**src/verilog/drs_pkg.sv**
```systemverilog
// Shared constants, timing counts and types of the display reset sequencer
`default_nettype none

package drs_pkg;

  // ***************************************************************
  // Clock and timing
  // ***************************************************************
  localparam int unsigned CLK_PERIOD_NS     = 10;
  localparam int unsigned SPIKE_REJECT_NS   = 5000;
  localparam int unsigned FULL_RESET_NS     = 9000;
  localparam int unsigned SPIKE_CYC         =
    (SPIKE_REJECT_NS + CLK_PERIOD_NS - 1) / CLK_PERIOD_NS;
  localparam int unsigned CMD_WAIT_US       = 5000;
  localparam int unsigned CMD_WAIT_CYC      =
    (CMD_WAIT_US * 1000 + CLK_PERIOD_NS - 1) / CLK_PERIOD_NS;
  localparam int unsigned SLEEP_OUT_WAIT_US = 120000;
  localparam int unsigned SLEEP_OUT_WAIT_CYC =
    (SLEEP_OUT_WAIT_US * 1000 + CLK_PERIOD_NS - 1) / CLK_PERIOD_NS;
  localparam int unsigned BLANK_MAX_US      = 120000;
  localparam int unsigned BLANK_US          = 50000;
  localparam int unsigned BLANK_CYC         = BLANK_US * 1000 / CLK_PERIOD_NS;

  // ***************************************************************
  // Widths, layout and reset values
  // ***************************************************************
  localparam int unsigned FILT_CNT_W = 12;
  localparam int unsigned CNT_W      = 24;
  localparam int unsigned NVM_AW     = 2;
  localparam int unsigned NVM_DW     = 8;
  localparam logic [NVM_AW-1:0] NVM_ADDR_ID0  = 2'h0;
  localparam logic [NVM_AW-1:0] NVM_ADDR_ID1  = 2'h1;
  localparam logic [NVM_AW-1:0] NVM_ADDR_ID2  = 2'h2;
  localparam logic [NVM_AW-1:0] NVM_ADDR_COMMON_VOLTAGE_SETTING = 2'h3;
  localparam logic [NVM_AW-1:0] NVM_ADDR_LAST = 2'h3;

  typedef struct packed {
    logic [NVM_DW-1:0] id0;
    logic [NVM_DW-1:0] id1;
    logic [NVM_DW-1:0] id2;
    logic [NVM_DW-1:0] common_voltage_setting;
  } drs_cfg_t;

  localparam drs_cfg_t CFG_DEFAULT = 32'h0000_0000;

  // Gray codes along blank -> hold -> load -> wait; wait -> run flips two bits
  typedef enum logic [2:0] {
    ST_RUN   = 3'h0,
    ST_BLANK = 3'h1,
    ST_HOLD  = 3'h3,
    ST_LOAD  = 3'h2,
    ST_WAIT  = 3'h6
  } drs_state_t;

  typedef struct packed {
    logic [2:0]            sync;
    logic                  level;
    logic                  rise;
    logic                  fall;
    logic [FILT_CNT_W-1:0] cnt;
  } drs_filt_t;

  typedef struct packed {
    drs_state_t        st;
    logic [CNT_W-1:0]  cnt;
    logic [CNT_W-1:0]  elapsed;
    logic              cmd_ok;
    logic              sleep_ok;
    logic              awake;
    logic              blank;
    drs_cfg_t          cfg;
    logic              cfg_valid;
    logic              nvm_req;
    logic [NVM_AW-1:0] nvm_addr;
  } drs_core_t;

endpackage

`default_nettype wire

```
**src/verilog/drs_reset_seq.sv**
```systemverilog
// Hardware reset sequencer of the display controller
`timescale 1ns/100ps
`default_nettype none

module drs_reset_seq #(
  parameter int unsigned SPIKE_CYC          = drs_pkg::SPIKE_CYC,
  parameter int unsigned CMD_WAIT_CYC       = drs_pkg::CMD_WAIT_CYC,
  parameter int unsigned SLEEP_OUT_WAIT_CYC = drs_pkg::SLEEP_OUT_WAIT_CYC,
  parameter int unsigned BLANK_CYC          = drs_pkg::BLANK_CYC
) (
  input  wire logic                          ref_clk_in,
  input  wire logic                          srst_in,
  input  wire logic                          hw_reset_n_in,
  input  wire logic                          cmd_valid_in,
  input  wire logic                          cmd_sleep_out_in,
  input  wire logic                          cmd_sleep_in_in,
  output logic                               cmd_ready_out,
  output logic                               nvm_req_out,
  output logic [drs_pkg::NVM_AW-1:0]         nvm_addr_out,
  input  wire logic                          nvm_ack_in,
  input  wire logic [drs_pkg::NVM_DW-1:0]    nvm_data_in,
  output var drs_pkg::drs_cfg_t              cfg_out,
  output logic                               cfg_valid_out,
  output logic                               in_reset_out,
  output logic                               display_blank_out,
  output logic                               awake_out
);

  // ***************************************************************
  // Parameter checks
  // ***************************************************************
  localparam int unsigned CNT_MAX = (1 << drs_pkg::CNT_W) - 1;

  generate
    if (CMD_WAIT_CYC < 1 || CMD_WAIT_CYC > CNT_MAX) begin : g_bad_cmd
      $error("CMD_WAIT_CYC out of range");
    end
    if (SLEEP_OUT_WAIT_CYC < CMD_WAIT_CYC || SLEEP_OUT_WAIT_CYC > CNT_MAX)
    begin : g_bad_sleep
      $error("SLEEP_OUT_WAIT_CYC out of range");
    end
    if (BLANK_CYC < 1 || BLANK_CYC > CNT_MAX) begin : g_bad_blank
      $error("BLANK_CYC out of range");
    end
    if (SPIKE_CYC * drs_pkg::CLK_PERIOD_NS > drs_pkg::FULL_RESET_NS)
    begin : g_bad_spike
      $error("SPIKE_CYC too long to catch a full reset pulse");
    end
  endgenerate

  localparam logic [drs_pkg::CNT_W-1:0] CMD_LAST   =
    drs_pkg::CNT_W'(CMD_WAIT_CYC - 1);
  localparam logic [drs_pkg::CNT_W-1:0] SLEEP_LAST =
    drs_pkg::CNT_W'(SLEEP_OUT_WAIT_CYC - 1);
  localparam logic [drs_pkg::CNT_W-1:0] BLANK_LAST =
    drs_pkg::CNT_W'(BLANK_CYC - 1);

  // ***************************************************************
  // Reset pin filtering
  // ***************************************************************
  logic pin_high;
  logic pin_rise;
  logic pin_fall;

  drs_spike_filter #(
    .HOLD_CYC (SPIKE_CYC)
  ) u_filter (
    .ref_clk_in (ref_clk_in),
    .srst_in    (srst_in),
    .pin_in     (hw_reset_n_in),
    .level_out  (pin_high),
    .rise_out   (pin_rise),
    .fall_out   (pin_fall)
  );

  // ***************************************************************
  // Sequencer state
  // ***************************************************************
  localparam drs_pkg::drs_core_t CORE_RESET = '{
    st:        drs_pkg::ST_HOLD,
    cnt:       '0,
    elapsed:   '0,
    cmd_ok:    1'b0,
    sleep_ok:  1'b0,
    awake:     1'b0,
    blank:     1'b1,
    cfg:       drs_pkg::CFG_DEFAULT,
    cfg_valid: 1'b0,
    nvm_req:   1'b0,
    nvm_addr:  '0
  };

  drs_pkg::drs_core_t q;
  drs_pkg::drs_core_t d;
  logic               cmd_take;

  // Exit-sleep stays refused until its own, longer wait has run out
  assign cmd_ready_out = q.cmd_ok && (!cmd_sleep_out_in || q.sleep_ok);
  assign cmd_take      = cmd_valid_in && cmd_ready_out;

  always_comb begin
    d = q;

    // Time since the last filtered release, saturating at the exit-sleep wait
    if (pin_rise) begin
      d.elapsed  = '0;
      d.sleep_ok = 1'b0;
    end else if (pin_high && q.elapsed != SLEEP_LAST) begin
      d.elapsed = q.elapsed + 1'b1;
    end else if (pin_high) begin
      d.sleep_ok = 1'b1;
    end

    unique case (q.st)
      drs_pkg::ST_BLANK: begin
        // Blanking runs to its end even if the pin is released meanwhile
        d.cnt = q.cnt + 1'b1;
        if (q.cnt == BLANK_LAST) begin
          d.st    = drs_pkg::ST_HOLD;
          d.awake = 1'b0;
          d.cnt   = '0;
        end
      end
      drs_pkg::ST_HOLD: begin
        d.cfg = drs_pkg::CFG_DEFAULT;
        if (pin_high) begin
          d.st       = drs_pkg::ST_LOAD;
          d.nvm_req  = 1'b1;
          d.nvm_addr = drs_pkg::NVM_ADDR_ID0;
        end
      end
      drs_pkg::ST_LOAD: begin
        if (nvm_ack_in) begin
          unique case (q.nvm_addr)
            drs_pkg::NVM_ADDR_ID0: d.cfg.id0 = nvm_data_in;
            drs_pkg::NVM_ADDR_ID1: d.cfg.id1 = nvm_data_in;
            drs_pkg::NVM_ADDR_ID2: d.cfg.id2 = nvm_data_in;
            drs_pkg::NVM_ADDR_COMMON_VOLTAGE_SETTING: d.cfg.common_voltage_setting = nvm_data_in;
          endcase
          d.nvm_addr = q.nvm_addr + 1'b1;
        end
        // A stalled memory is cut off when elapsed hits 5ms; a load begun after that is never cut off
        if ((nvm_ack_in && q.nvm_addr == drs_pkg::NVM_ADDR_LAST) ||
            q.elapsed == CMD_LAST) begin
          d.st        = drs_pkg::ST_WAIT;
          d.nvm_req   = 1'b0;
          d.nvm_addr  = '0;
          d.cfg_valid = 1'b1;
        end
      end
      drs_pkg::ST_WAIT: begin
        if (q.elapsed >= CMD_LAST) begin
          d.st     = drs_pkg::ST_RUN;
          d.cmd_ok = 1'b1;
        end
      end
      drs_pkg::ST_RUN: begin
        if (cmd_take && cmd_sleep_out_in) begin
          d.awake = 1'b1;
          d.blank = 1'b0;
        end else if (cmd_take && cmd_sleep_in_in) begin
          d.awake = 1'b0;
          d.blank = 1'b1;
        end
      end
    endcase

    // A filtered fall wins over state, ready flags, load and blank in any state; awake, cfg and elapsed keep their computed values
    if (pin_fall) begin
      d.cmd_ok    = 1'b0;
      d.sleep_ok  = 1'b0;
      d.cfg_valid = 1'b0;
      d.nvm_req   = 1'b0;
      d.nvm_addr  = '0;
      d.blank     = 1'b1;
      d.cnt       = '0;
      if (q.awake) begin
        d.st = drs_pkg::ST_BLANK;
      end else begin
        d.st = drs_pkg::ST_HOLD;
      end
    end
  end

  always_ff @(posedge ref_clk_in) begin
    if (srst_in) begin
      q <= CORE_RESET;
    end else begin
      q <= d;
    end
  end

  // ***************************************************************
  // Outputs
  // ***************************************************************
  assign nvm_req_out       = q.nvm_req;
  assign nvm_addr_out      = q.nvm_addr;
  assign cfg_out           = q.cfg;
  assign cfg_valid_out     = q.cfg_valid;
  assign in_reset_out      = (q.st != drs_pkg::ST_RUN);
  assign display_blank_out = q.blank;
  assign awake_out         = q.awake;

endmodule

`default_nettype wire

```
**src/verilog/drs_spike_filter.sv**
```systemverilog
// Synchroniser and symmetric spike filter for the hardware reset pin
`timescale 1ns/100ps
`default_nettype none

module drs_spike_filter #(
  parameter int unsigned HOLD_CYC = drs_pkg::SPIKE_CYC
) (
  input  wire logic ref_clk_in,
  input  wire logic srst_in,
  input  wire logic pin_in,
  output logic      level_out,
  output logic      rise_out,
  output logic      fall_out
);

  // ***************************************************************
  // Parameter check
  // ***************************************************************
  generate
    if (HOLD_CYC < 1 || HOLD_CYC >= (1 << drs_pkg::FILT_CNT_W)) begin : g_bad
      $error("HOLD_CYC out of range");
    end
  endgenerate

  localparam logic [drs_pkg::FILT_CNT_W-1:0] LAST =
    drs_pkg::FILT_CNT_W'(HOLD_CYC - 1);

  drs_pkg::drs_filt_t q;
  drs_pkg::drs_filt_t d;

  // ***************************************************************
  // Filter
  // ***************************************************************
  always_comb begin
    d      = q;
    d.sync = {q.sync[1:0], pin_in};
    d.rise = 1'b0;
    d.fall = 1'b0;
    // Stage two and three must agree and differ from the filtered level
    if (q.sync[1] == q.sync[2] && q.sync[2] != q.level) begin
      if (q.cnt == LAST) begin
        d.level = q.sync[2];
        d.rise  = q.sync[2];
        d.fall  = ~q.sync[2];
        d.cnt   = '0;
      end else begin
        d.cnt = q.cnt + 1'b1;
      end
    end else begin
      // Any return to the held level restarts the count
      d.cnt = '0;
    end
  end

  always_ff @(posedge ref_clk_in) begin
    if (srst_in) begin
      q <= '0;
    end else begin
      q <= d;
    end
  end

  assign level_out = q.level;
  assign rise_out  = q.rise;
  assign fall_out  = q.fall;

endmodule

`default_nettype wire
```
**config.mk**
```make
export PLATFORM = sky130hd
export DESIGN_NAME = drs_reset_seq
export DESIGN_NICKNAME = d
export VERILOG_FILES = /design/src/verilog/drs_pkg.sv /design/src/verilog/drs_reset_seq.sv /design/src/verilog/drs_spike_filter.sv
export SDC_FILE = /design/constraint.sdc
export NUM_CORES = 1
export LEC_CHECK = 0
export BUFFER_PORTS_ARGS = -buffer_cell sky130_fd_sc_hd__buf_2
export CORE_ASPECT_RATIO = 0.5
export CORE_MARGIN = 10
export CORE_UTILIZATION = 60
export CTS_CLUSTER_DIAMETER = 50
export DETAILED_ROUTE_END_ITERATION = 6
export PLACE_DENSITY_LB_ADDON = 0.15
export SLEW_MARGIN = 20
export SYNTH_ARGS = -nofsm -noshare
export SYNTH_HDL_FRONTEND = slang
export SYNTH_SLANG_ARGS = --single-unit
```
**constraint.sdc**
```tcl
create_clock -name ref_clk_in -period 3.59 [get_ports ref_clk_in]
set_clock_uncertainty 0.1 [all_clocks]
set_input_delay 0.718 -clock ref_clk_in [delete_from_list [all_inputs] [get_ports ref_clk_in]]
set_output_delay 0.718 -clock ref_clk_in [all_outputs]
set_load 0.02 [all_outputs]
```
==> reports/metrics.csv, run 1 <==
metric;value;unit
hold_class;reg2reg;
synth_xor_area_frac;0.0848;
max_slew_margin;0.433;
cp.arrival;2.58;ns
async_flop_share;0;
cp-startpoint;q[49]$_SDFFE_PP0P_;
cp-endpoint;q[89]$_SDFFE_PP1P_;
rows;23;
cts_root_buf;clkbuf_16;
yosysWarnings;0;
dieHeight;84.9;um
maxCapViolations;0;
critical_path.slowest_cell;or4_4;
syn2layout_area_growth;7.72;%
initial_core_util;0.623;
rrSetupSlack;1.18;ns
synthAdderAreaFrac;0.0173;
grt_pass1_vias;3712;
core_area;8120;um2
cpPeakStageDelay;0.56;ns
insertion_delay;0.36;ns
stdcell_count;738;
synthSimpleGateAreaFrac;0.277;
overflow;0;
htreeDepth;3;
path_clk_slew;0.07;ns
synth_top_family_by_area;simple AND/OR/NAND/NOR gates;
ir_drop;224;uV
powerDensity;460;nW/um2
cts_buffers;9;
grt_max_degree;44;
tightest_slew;0.851;ns
synth_area;5060;um2
ys_top_cells_by_count;111 x nor2_1, 109 x dfxtp_1, 49 x nand2_1, 46 x a21oi_1;
vias;4180;
clock_path_buffers;2;
cp_top_family;simple AND/OR/NAND/NOR gates;
dp.final_hpwl;7290;um
drt_iter0_markers;233;
post_cts_buffers;0;
hold_viol;0;
dp.cells;722;
muxShareOfSynthArea;0.00396;
synth_fp_nets;632;
status;finished, final reports clean;
rr_worst_depth;6;
nets;643;
drive_above_1_share;0.139;
synth-edff-count;0;
antenna_cells;0;
yosysTopAreaCellShare;0.431;
cts_resized;0;
period_minus_slack;2.41;ns
fmax;414;MHz
io-pin-count;55;
avgSynthCellArea;8.29;um2
p_leak;2.07;nW
grt_pass1_wl;17400;um
yosys_most_used_dff;dfxtp_1;
cp-end-kind;register;
routabilityCongestion;0.844;
synth.distinct_cells;50;
rsz0062_at_grt;no;
synth_compound_area_frac;0.108;
period_share;0.672;
drv_slew;0;
routed_wl;10400;um
die-area;12700;um2
tritoncts;done;
seq_area_frac_synth;0.431;
setup_tns;0;ns
cp-start-kind;register;
critPathMaxFanout;6;
drcViolationCount;0;
yosys-top-cells-area;dfxtp_1 43%, nor2_1 8.2%, xor2_1 7.1%;
r2r_end;q[89]$_SDFFE_PP1P_;
die_w;150;um
crit_buf_inv;0;
ant_nets;0;
syn_inst;610;
port_buffers;54;
worstPathCellList;or4_4 > or2_4 > nor4_4 > nor4_2 > or4_1 > o311ai_1;
postCtsHoldBufs;0;
crit_type;reg2reg;
cts.sinks;109;
firstDrtPassIters;4;
r2r_start;q[49]$_SDFFE_PP0P_;
cp_num_cells;6;
routedWlPerCell;14.1;um
grt_antenna_before_repair;0;
yosysTopAreaCell;dfxtp_1;
setup_violations;0;
grt_use_total;0.163;
synth.most_common_cell;nor2_1;
vias_per_cell;5.66;
required;3.75;ns
ys_ff_latch;109;
## registers in the layout (all words and copies together), names as in the netlist
signal,cells
cfg_valid_out,1
u_filter.q,13
nvm_addr_out,2
display_blank_out,1
awake_out,1
cfg_out,32
u_filter.rise_out,1
u_filter.level_out,1
u_filter.fall_out,1
q,53
u_filter.d,2
nvm_req_out,1
## metal layers
metal,global-route usage,wire [um],part of all wire,vias up
li1,-,-,-,2101
met1,0.208,4900,0.47,1953
met2,0.251,4480,0.43,117
met3,0.0651,903,0.087,9
met4,0.0421,97,0.0093,0
met5,0,0,0,-
## metrics by stage
step / utilization / hold WS (ns) / power (mW) / setup slack [ns] / cell area [um2]
2_1_floorplan: - / 0.314 / 1.50 / 1.37 / 5060
3_3_place_gp: 0.636 / 0.333 / 1.56 / 1.24 / 5160
3_5_place_dp: 0.636 / 0.336 / 1.56 / 1.20 / 5160
4_1_cts: 0.672 / 0.353 / 2.52 / 1.18 / 5450
5_1_grt: 0.672 / 0.361 / 2.61 / 0.870 / 5450
6_report: 0.672 / 0.347 / 2.51 / 1.18 / 5450
## worst reg2reg max path: stages (launching register included)
cell and delay, ns:
dfxtp_1 0.36, or4_4 0.56, or2_4 0.27, nor4_4 0.33, nor4_2 0.09, or4_1 0.53, o311ai_1 0.08
## report_power, final
| group | switching [mW] | internal (mW) | leakage [nW] |
|---|---|---|---|
| registers | 0.0188 | 1.23 | 0.878 |
| clock network | 0.463 | 0.503 | 0.142 |
| logic | 0.208 | 0.0829 | 1.05 |
## how the worst min path moves through the flow
stage,startpoint,endpoint,slack [ns],cells past startpoint
2_1_floorplan,u_filter.d[16]$_SDFF_PP0_,u_filter.d[17]$_SDFF_PP0_,0.31,1
3_3_place_gp,cfg_valid_out$_SDFFE_PP0P_,cfg_valid_out$_SDFFE_PP0P_,0.33,2
3_5_place_dp,u_filter.d[16]$_SDFF_PP0_,u_filter.d[17]$_SDFF_PP0_,0.34,1
4_1_cts,u_filter.d[16]$_SDFF_PP0_,u_filter.d[17]$_SDFF_PP0_,0.35,1
5_1_grt,u_filter.d[16]$_SDFF_PP0_,u_filter.d[17]$_SDFF_PP0_,0.36,1
6_report,cfg_valid_out$_SDFFE_PP0P_,cfg_valid_out$_SDFFE_PP0P_,0.35,2
## final cells by class
| cell class | count | area, um2 |
|---|---|---|
| Tap cell | 112 | 140 |
| Clock buffer | 10 | 239 |
| Inverter | 12 | 45.0 |
| Sequential cell | 109 | 2180 |
| Clock inverter | 6 | 53.8 |
| Fill cell | 693 | 2670 |
| Timing Repair Buffer | 58 | 300 |
| Multi-Input combinational cell | 431 | 2490 |
## layout by cell type (no fill, tap or decap), drive strengths merged, types with 3 or more instances in the layout
| cell type | synthesis | layout |
|---|---|---|
| buf | 38 | 58 |
| ha | 7 | 7 |
| clkbuf | 20 | 10 |
| xor2 | 41 | 41 |
| nor4b | 4 | 4 |
| inv | 12 | 16 |
| nand4 | 21 | 21 |
| nor3 | 7 | 7 |
| and4 | 7 | 7 |
| nand3b | 3 | 3 |
| o21ai | 13 | 13 |
| nand3 | 41 | 41 |
| xnor2 | 8 | 8 |
| dfxtp | 109 | 109 |
| nor2b | 3 | 3 |
| a21oi | 46 | 46 |
| nor2 | 111 | 111 |
| or3 | 5 | 5 |
| or4 | 3 | 3 |
| and3 | 8 | 8 |
| a22oi | 18 | 18 |
| or2 | 6 | 6 |
| nand2 | 49 | 49 |
| nor4 | 5 | 5 |
## logic make-up after synthesis
family	Yosys count
and+or+nand+nor	282
DFF	109
AOI/OAI and AO/OA	91
buffers and inverters	70
xor gates and xnor gates	49
adders and majority gates	7
muxes	2
No activity file was read; power rests on OpenSTA's default activity.
==> inputs of run 2 (changes only) <==
--- a/config.mk
+++ b/config.mk
@@ -8,7 +8,7 @@
 export BUFFER_PORTS_ARGS = -buffer_cell sky130_fd_sc_hd__buf_2
 export CORE_ASPECT_RATIO = 0.5
 export CORE_MARGIN = 10
-export CORE_UTILIZATION = 60
+export CORE_UTILIZATION = 58
 export CTS_CLUSTER_DIAMETER = 50
 export DETAILED_ROUTE_END_ITERATION = 6
 export PLACE_DENSITY_LB_ADDON = 0.15
==> constraint.sdc (replaced) <==
create_clock -name ref_clk_in -period 2.34 [get_ports ref_clk_in]
set_clock_uncertainty 0.1 [all_clocks]
set_input_delay 0.468 -clock ref_clk_in [delete_from_list [all_inputs] [get_ports ref_clk_in]]
set_output_delay 0.468 -clock ref_clk_in [all_outputs]
set_load 0.02 [all_outputs]
==> run 2 against run 1 <==
Compared with the run above:
- via count is 0.19% higher
- flip-flop and latch count did not move
- non-clock buffer count rose by 17
- hold slack got worse by 0.079 ns
- count of clock-buffer cells in the layout unchanged
- worst setup slack worse by 1.1 ns
- cell area grew 2.4%
- global-route usage increased by 0.076 points
- largest power group unchanged
==> reports/metrics.csv, run 2 (same netlist as run 1, synthesis figures left out) <==
metric;value;unit;change
critPathMaxFanout;12;;+6
cts_root_buf;clkbuf_16;;
postCtsHoldBufs;0;;unchanged
largest_reg_flops;53;;unchanged
period_minus_slack;2.27;ns;-0.143 ns
crit_type;reg2reg;;
nets;660;;+2.6%
grt_antenna_before_repair;0;;unchanged
cts_resized;0;;unchanged
io-pin-count;55;;unchanged
rows;23;;unchanged
post-route-cell-area;5580;um2;+2.4%
grt_max_degree;35;;-20%
hold_class;in2reg;;
whs;0.268;ns;-0.0792 ns
insertion_delay;0.35;ns;about the same
antenna_cells;0;;unchanged
ant_nets;0;;unchanged
period_share;0.970;;+0.298
setup_tns;0;ns;unchanged
setup_violations;0;;unchanged
required;2.45;ns;-1.30 ns
max_slew_margin;0.580;;+0.147
dieHeight;86.0;um;+1.3%
cts.sinks;109;;unchanged
status;finished, final reports clean;;
vias_per_cell;5.55;;-2.1%
port_buffers;54;;unchanged
routed_wl;10900;um;+4.6%
final_common_cell;nor2_1;;
fmax;441;MHz;+6.3%
drt_iter0_markers;241;;+3.4%
dp.final_hpwl;7720;um;+5.9%
die-area;13100;um2;+2.8%
maxCapViolations;0;;unchanged
ir_drop;366;uV;+63%
final_cell_mix;110 x nor2_1, 109 x dfxtp_1, 54 x buf_2;;
cp.arrival;2.38;ns;-0.20 ns
dp.cells;739;;+2.4%
place_ws;0.0753;ns;-1.13 ns
firstDrtPassIters;5;;+1
powerDensity;686;nW/um2;+49%
htreeDepth;3;;unchanged
core_area;8230;um2;+1.4%
grt_pass1_wl;18400;um;+5.7%
setup_slack;0.0704;ns;-1.11 ns
grt_use_total;0.163;;+0.000764
grt_pass1_vias;3800;;+2.4%
syn2layout_area_growth;10.3;%;
post_cts_buffers;0;;unchanged
rsz0062_at_grt;yes;;
initial_core_util;0.615;;-0.00872
overflow;0;;unchanged
place_area;5290;um2;+2.5%
tightest_slew;0.626;ns;-0.226 ns
rrSetupSlack;0.07;ns;-1.11 ns
tritoncts;done;;
clock_path_buffers;2;;unchanged
stdcell_count;755;;+2.3%
regMostFlops;q;;
path_clk_slew;0.07;ns;about the same
drive_above_1_share;0.166;;+0.0274
routabilityCongestion;0.833;;-1.3%
hold_viol;0;;unchanged
vias;4188;;+0.19%
cp-end-kind;register;;
cts_buffers;9;;unchanged
die_w;152;um;+1.5%
drv_slew;0;;unchanged
p_leak;2.16;nW;+4.3%
routedWlPerCell;14.4;um;+2.2%
drcViolationCount;0;;unchanged
cp-start-kind;register;;
[run 2: changes by cell type in the layout (fill, tap and decap cells not counted)]
cell      before  now
buf_4          4   21
clkinv_4       1    3
inv_6          3    1
clkinv_2       0    1
inv_8          1    0
nor2_1       111  110
nor2_2         0    1
o41a_1         1    0
o41a_2         0    1
or4_1          2    1
or4_4          1    2
[run 2: metrics by stage]
stage                      util  power [mW]
final                     0.678        3.83
after detailed placement  0.642        2.42
after global placement    0.642        2.42
after global routing      0.678        3.99
after floorplan               -        2.30
after CTS                 0.677        3.85
[run 2: final timing paths]
kind | endpoint | start | cells past startpoint
hold / removal | u_filter.d[16]$_SDFF_PP0_ | hw_reset_n_in | 2
setup / recovery | q[47]$_SDFFE_PP0P_ | q[58]$_SDFFE_PP0P_ | 6
hold reg to reg | cfg_valid_out$_SDFFE_PP0P_ | cfg_valid_out$_SDFFE_PP0P_ | 2
setup reg to reg | q[47]$_SDFFE_PP0P_ | q[58]$_SDFFE_PP0P_ | 6
[run 2: layer usage]
| metal | wire [um] | global-route usage | vias to the layer above | share of wire |
|---|---|---|---|---|
| met5 | 0 | 0 | - | 0 |
| met4 | 103 | 0.0382 | 0 | 0.0095 |
| met3 | 656 | 0.0513 | 14 | 0.060 |
| met2 | 4700 | 0.251 | 116 | 0.43 |
| met1 | 5390 | 0.220 | 1925 | 0.50 |
| li1 | - | - | 2133 | - |
[run 2: area by class of cell]
cell class | instances | area (um2)
clock buffer | 10 | 239
inverter | 12 | 45.0
clock inverter | 6 | 47.5
fill | 723 | 2650
timing repair buffer | 75 | 428
multi-input combinational | 431 | 2500
sequential | 109 | 2180
tap | 112 | 140
[run 2: power by group]
part	leakage, nW	internal, mW	switching (mW)
clock	0.139	0.759	0.688
combinational	1.14	0.143	0.321
sequential	0.878	1.89	0.0289
[run 2: worst max-delay path, cell delays in order (launching register included)]
cell	delay, ns
dfxtp_1	0.33
nand2_1	0.09
or4b_1	0.59
o41a_2	0.66
nand4_1	0.15
xor2_1	0.16
nor2_1	0.06
==> inputs of run 3 (changes only) <==
--- a/config.mk
+++ b/config.mk
@@ -7,7 +7,7 @@
 export LEC_CHECK = 0
 export BUFFER_PORTS_ARGS = -buffer_cell sky130_fd_sc_hd__buf_2
 export CORE_ASPECT_RATIO = 0.5
-export CORE_MARGIN = 10
+export CORE_MARGIN = 5
 export CORE_UTILIZATION = 58
 export CTS_CLUSTER_DIAMETER = 50
 export DETAILED_ROUTE_END_ITERATION = 6
==> run 3 against run 2 <==
Compared with the run above:
- total power down 1.8%
- worst setup slack better by 0.020 ns
- critical path depth unchanged
- critical path type unchanged
==> reports/metrics.csv, run 3 (same netlist as run 1, synthesis figures left out) <==
metric;value;unit;change
routabilityCongestion;0.848;;+1.8%
critical_path.slowest_cell;or4_4;;
powerDensity;670;nW/um2;-2.4%
switching_share;0.268;;-0.00316
vias_per_cell;5.45;;-1.8%
path_clk_slew;0.07;ns;about the same
rows;24;;+4.3%
internal_power;2.75;mW;-1.3%
postCtsHoldBufs;0;;unchanged
cts.sinks;109;;unchanged
max_slew_margin;0.640;;+0.0599
syn2layout_area_growth;11.0;%;
tritoncts;done;;
grt_pass1_vias;3743;;-1.5%
grt_antenna_before_repair;0;;unchanged
p_leak;2.17;nW;+0.77%
cts_buffers;9;;unchanged
hold_class;in2reg;;
routed_wl;10400;um;-4.4%
tightest_slew;0.539;ns;-0.0871 ns
period_share;0.961;;-0.00845
fmax;444;MHz;+0.88%
cts_root_buf;clkbuf_16;;
worstPathCellList;or4_4 > or2_4 > nor4_4 > nor4_2 > or4_1 > o311ai_1;;
rsz0062_at_grt;yes;;
die-area;10800;um2;-17%
insertion_delay;0.34;ns;about the same
overflow;0;;unchanged
cpPeakStageDelay;0.54;ns;-0.12 ns
clock_path_buffers;2;;unchanged
drcViolationCount;0;;unchanged
required;2.49;ns;+0.04 ns
cts_resized;0;;unchanged
critPathMaxFanout;3;;-9
die_w;142;um;-6.6%
drt_iter0_markers;217;;-10%
maxCapViolations;0;;unchanged
crit_type;reg2reg;;
post_cts_buffers;0;;unchanged
dp.cells;750;;+1.5%
status;finished, final reports clean;;
drv_slew;0;;unchanged
io-pin-count;55;;unchanged
largest_reg_flops;53;;unchanged
ant_nets;0;;unchanged
grt_max_degree;34;;-2.9%
ir_drop;357;uV;-2.5%
stdcell_count;765;;+1.3%
cp-end-kind;register;;
htreeDepth;3;;unchanged
power_frac_comb;0.127;;+0.006
firstDrtPassIters;4;;-1
grt_pass1_wl;17700;um;-3.9%
drive_above_1_share;0.177;;+0.0111
initial_core_util;0.587;;-0.0277
final_common_cell;nor2_1;;
dp.final_hpwl;7310;um;-5.3%
setup_violations;0;;unchanged
cp.arrival;2.40;ns;+0.02 ns
pwr-share-clk;0.365;;-0.013
final_cell_mix;111 x nor2_1, 108 x dfxtp_1, 54 x buf_2;;
hold_viol;0;;unchanged
core_area;8620;um2;+4.7%
nets;666;;+0.91%
port_buffers;54;;unchanged
routedWlPerCell;13.6;um;-5.6%
vias;4166;;-0.53%
regMostFlops;q;;
grt_use_total;0.195;;+0.0315
antenna_cells;0;;unchanged
dieHeight;76.0;um;-12%
period_minus_slack;2.25;ns;-0.0198 ns
p_seq_frac;0.508;;+0.007
setup_tns;0;ns;unchanged
p_switching;1.01;mW;-2.9%
cp-start-kind;register;;
run 3: path summary, 6_finish.rpt:
path / from / to / slack [ns] / cells after the start
max reg2reg: q[49]$_SDFFE_PP0P_ / q[89]$_SDFFE_PP1P_ / 0.09 / 6
min: hw_reset_n_in / u_filter.d[16]$_SDFF_PP0_ / 0.23 / 2
min reg2reg: cfg_valid_out$_SDFFE_PP0P_ / cfg_valid_out$_SDFFE_PP0P_ / 0.35 / 2
max: q[49]$_SDFFE_PP0P_ / q[89]$_SDFFE_PP1P_ / 0.09 / 6
run 3: critical path: cells and delay by family (launching register included):
kind	cells	cell delay, ns
and+or+nand+nor	5	1.67
DFF	1	0.31
AOI/OAI and AO/OA	1	0.08
run 3: layer usage:
layer,track usage,share of wire
met5,0,0
met3,0.0489,0.066
met1,0.278,0.50
met4,0.0498,0.0091
met2,0.295,0.42
run 3: cell type report:
| class | count | area (um2) |
|---|---|---|
| multi-input cells | 431 | 2510 |
| inverters | 12 | 45.0 |
| flip-flops and latches | 109 | 2180 |
| fillers | 759 | 3000 |
| clock buffers | 9 | 225 |
| repair buffers | 81 | 473 |
| well taps | 117 | 146 |
| clock inverters | 6 | 38.8 |
run 3: power by group through the flow:
stage / clock network [mW] / registers [mW] / logic [mW]
3_3_place_gp: 0 / 1.95 / 0.471
4_1_cts: 1.41 / 1.91 / 0.473
6_report: 1.37 / 1.91 / 0.478
5_1_grt: 1.50 / 1.92 / 0.533
2_1_floorplan: 0 / 1.95 / 0.348
3_5_place_dp: 0 / 1.96 / 0.470
run 3: through the flow:
stage	instance area, um2	util	total power [mW]	hold slack, ns	setup slack [ns]
2_1_floorplan	5060	-	2.30	0.314	0.116
3_3_place_gp	5340	0.619	2.43	0.334	0.140
3_5_place_dp	5340	0.619	2.43	0.341	0.106
4_1_cts	5600	0.650	3.80	0.226	0.0872
5_1_grt	5620	0.652	3.95	0.254	-0.0244
6_report	5620	0.652	3.76	0.234	0.0902
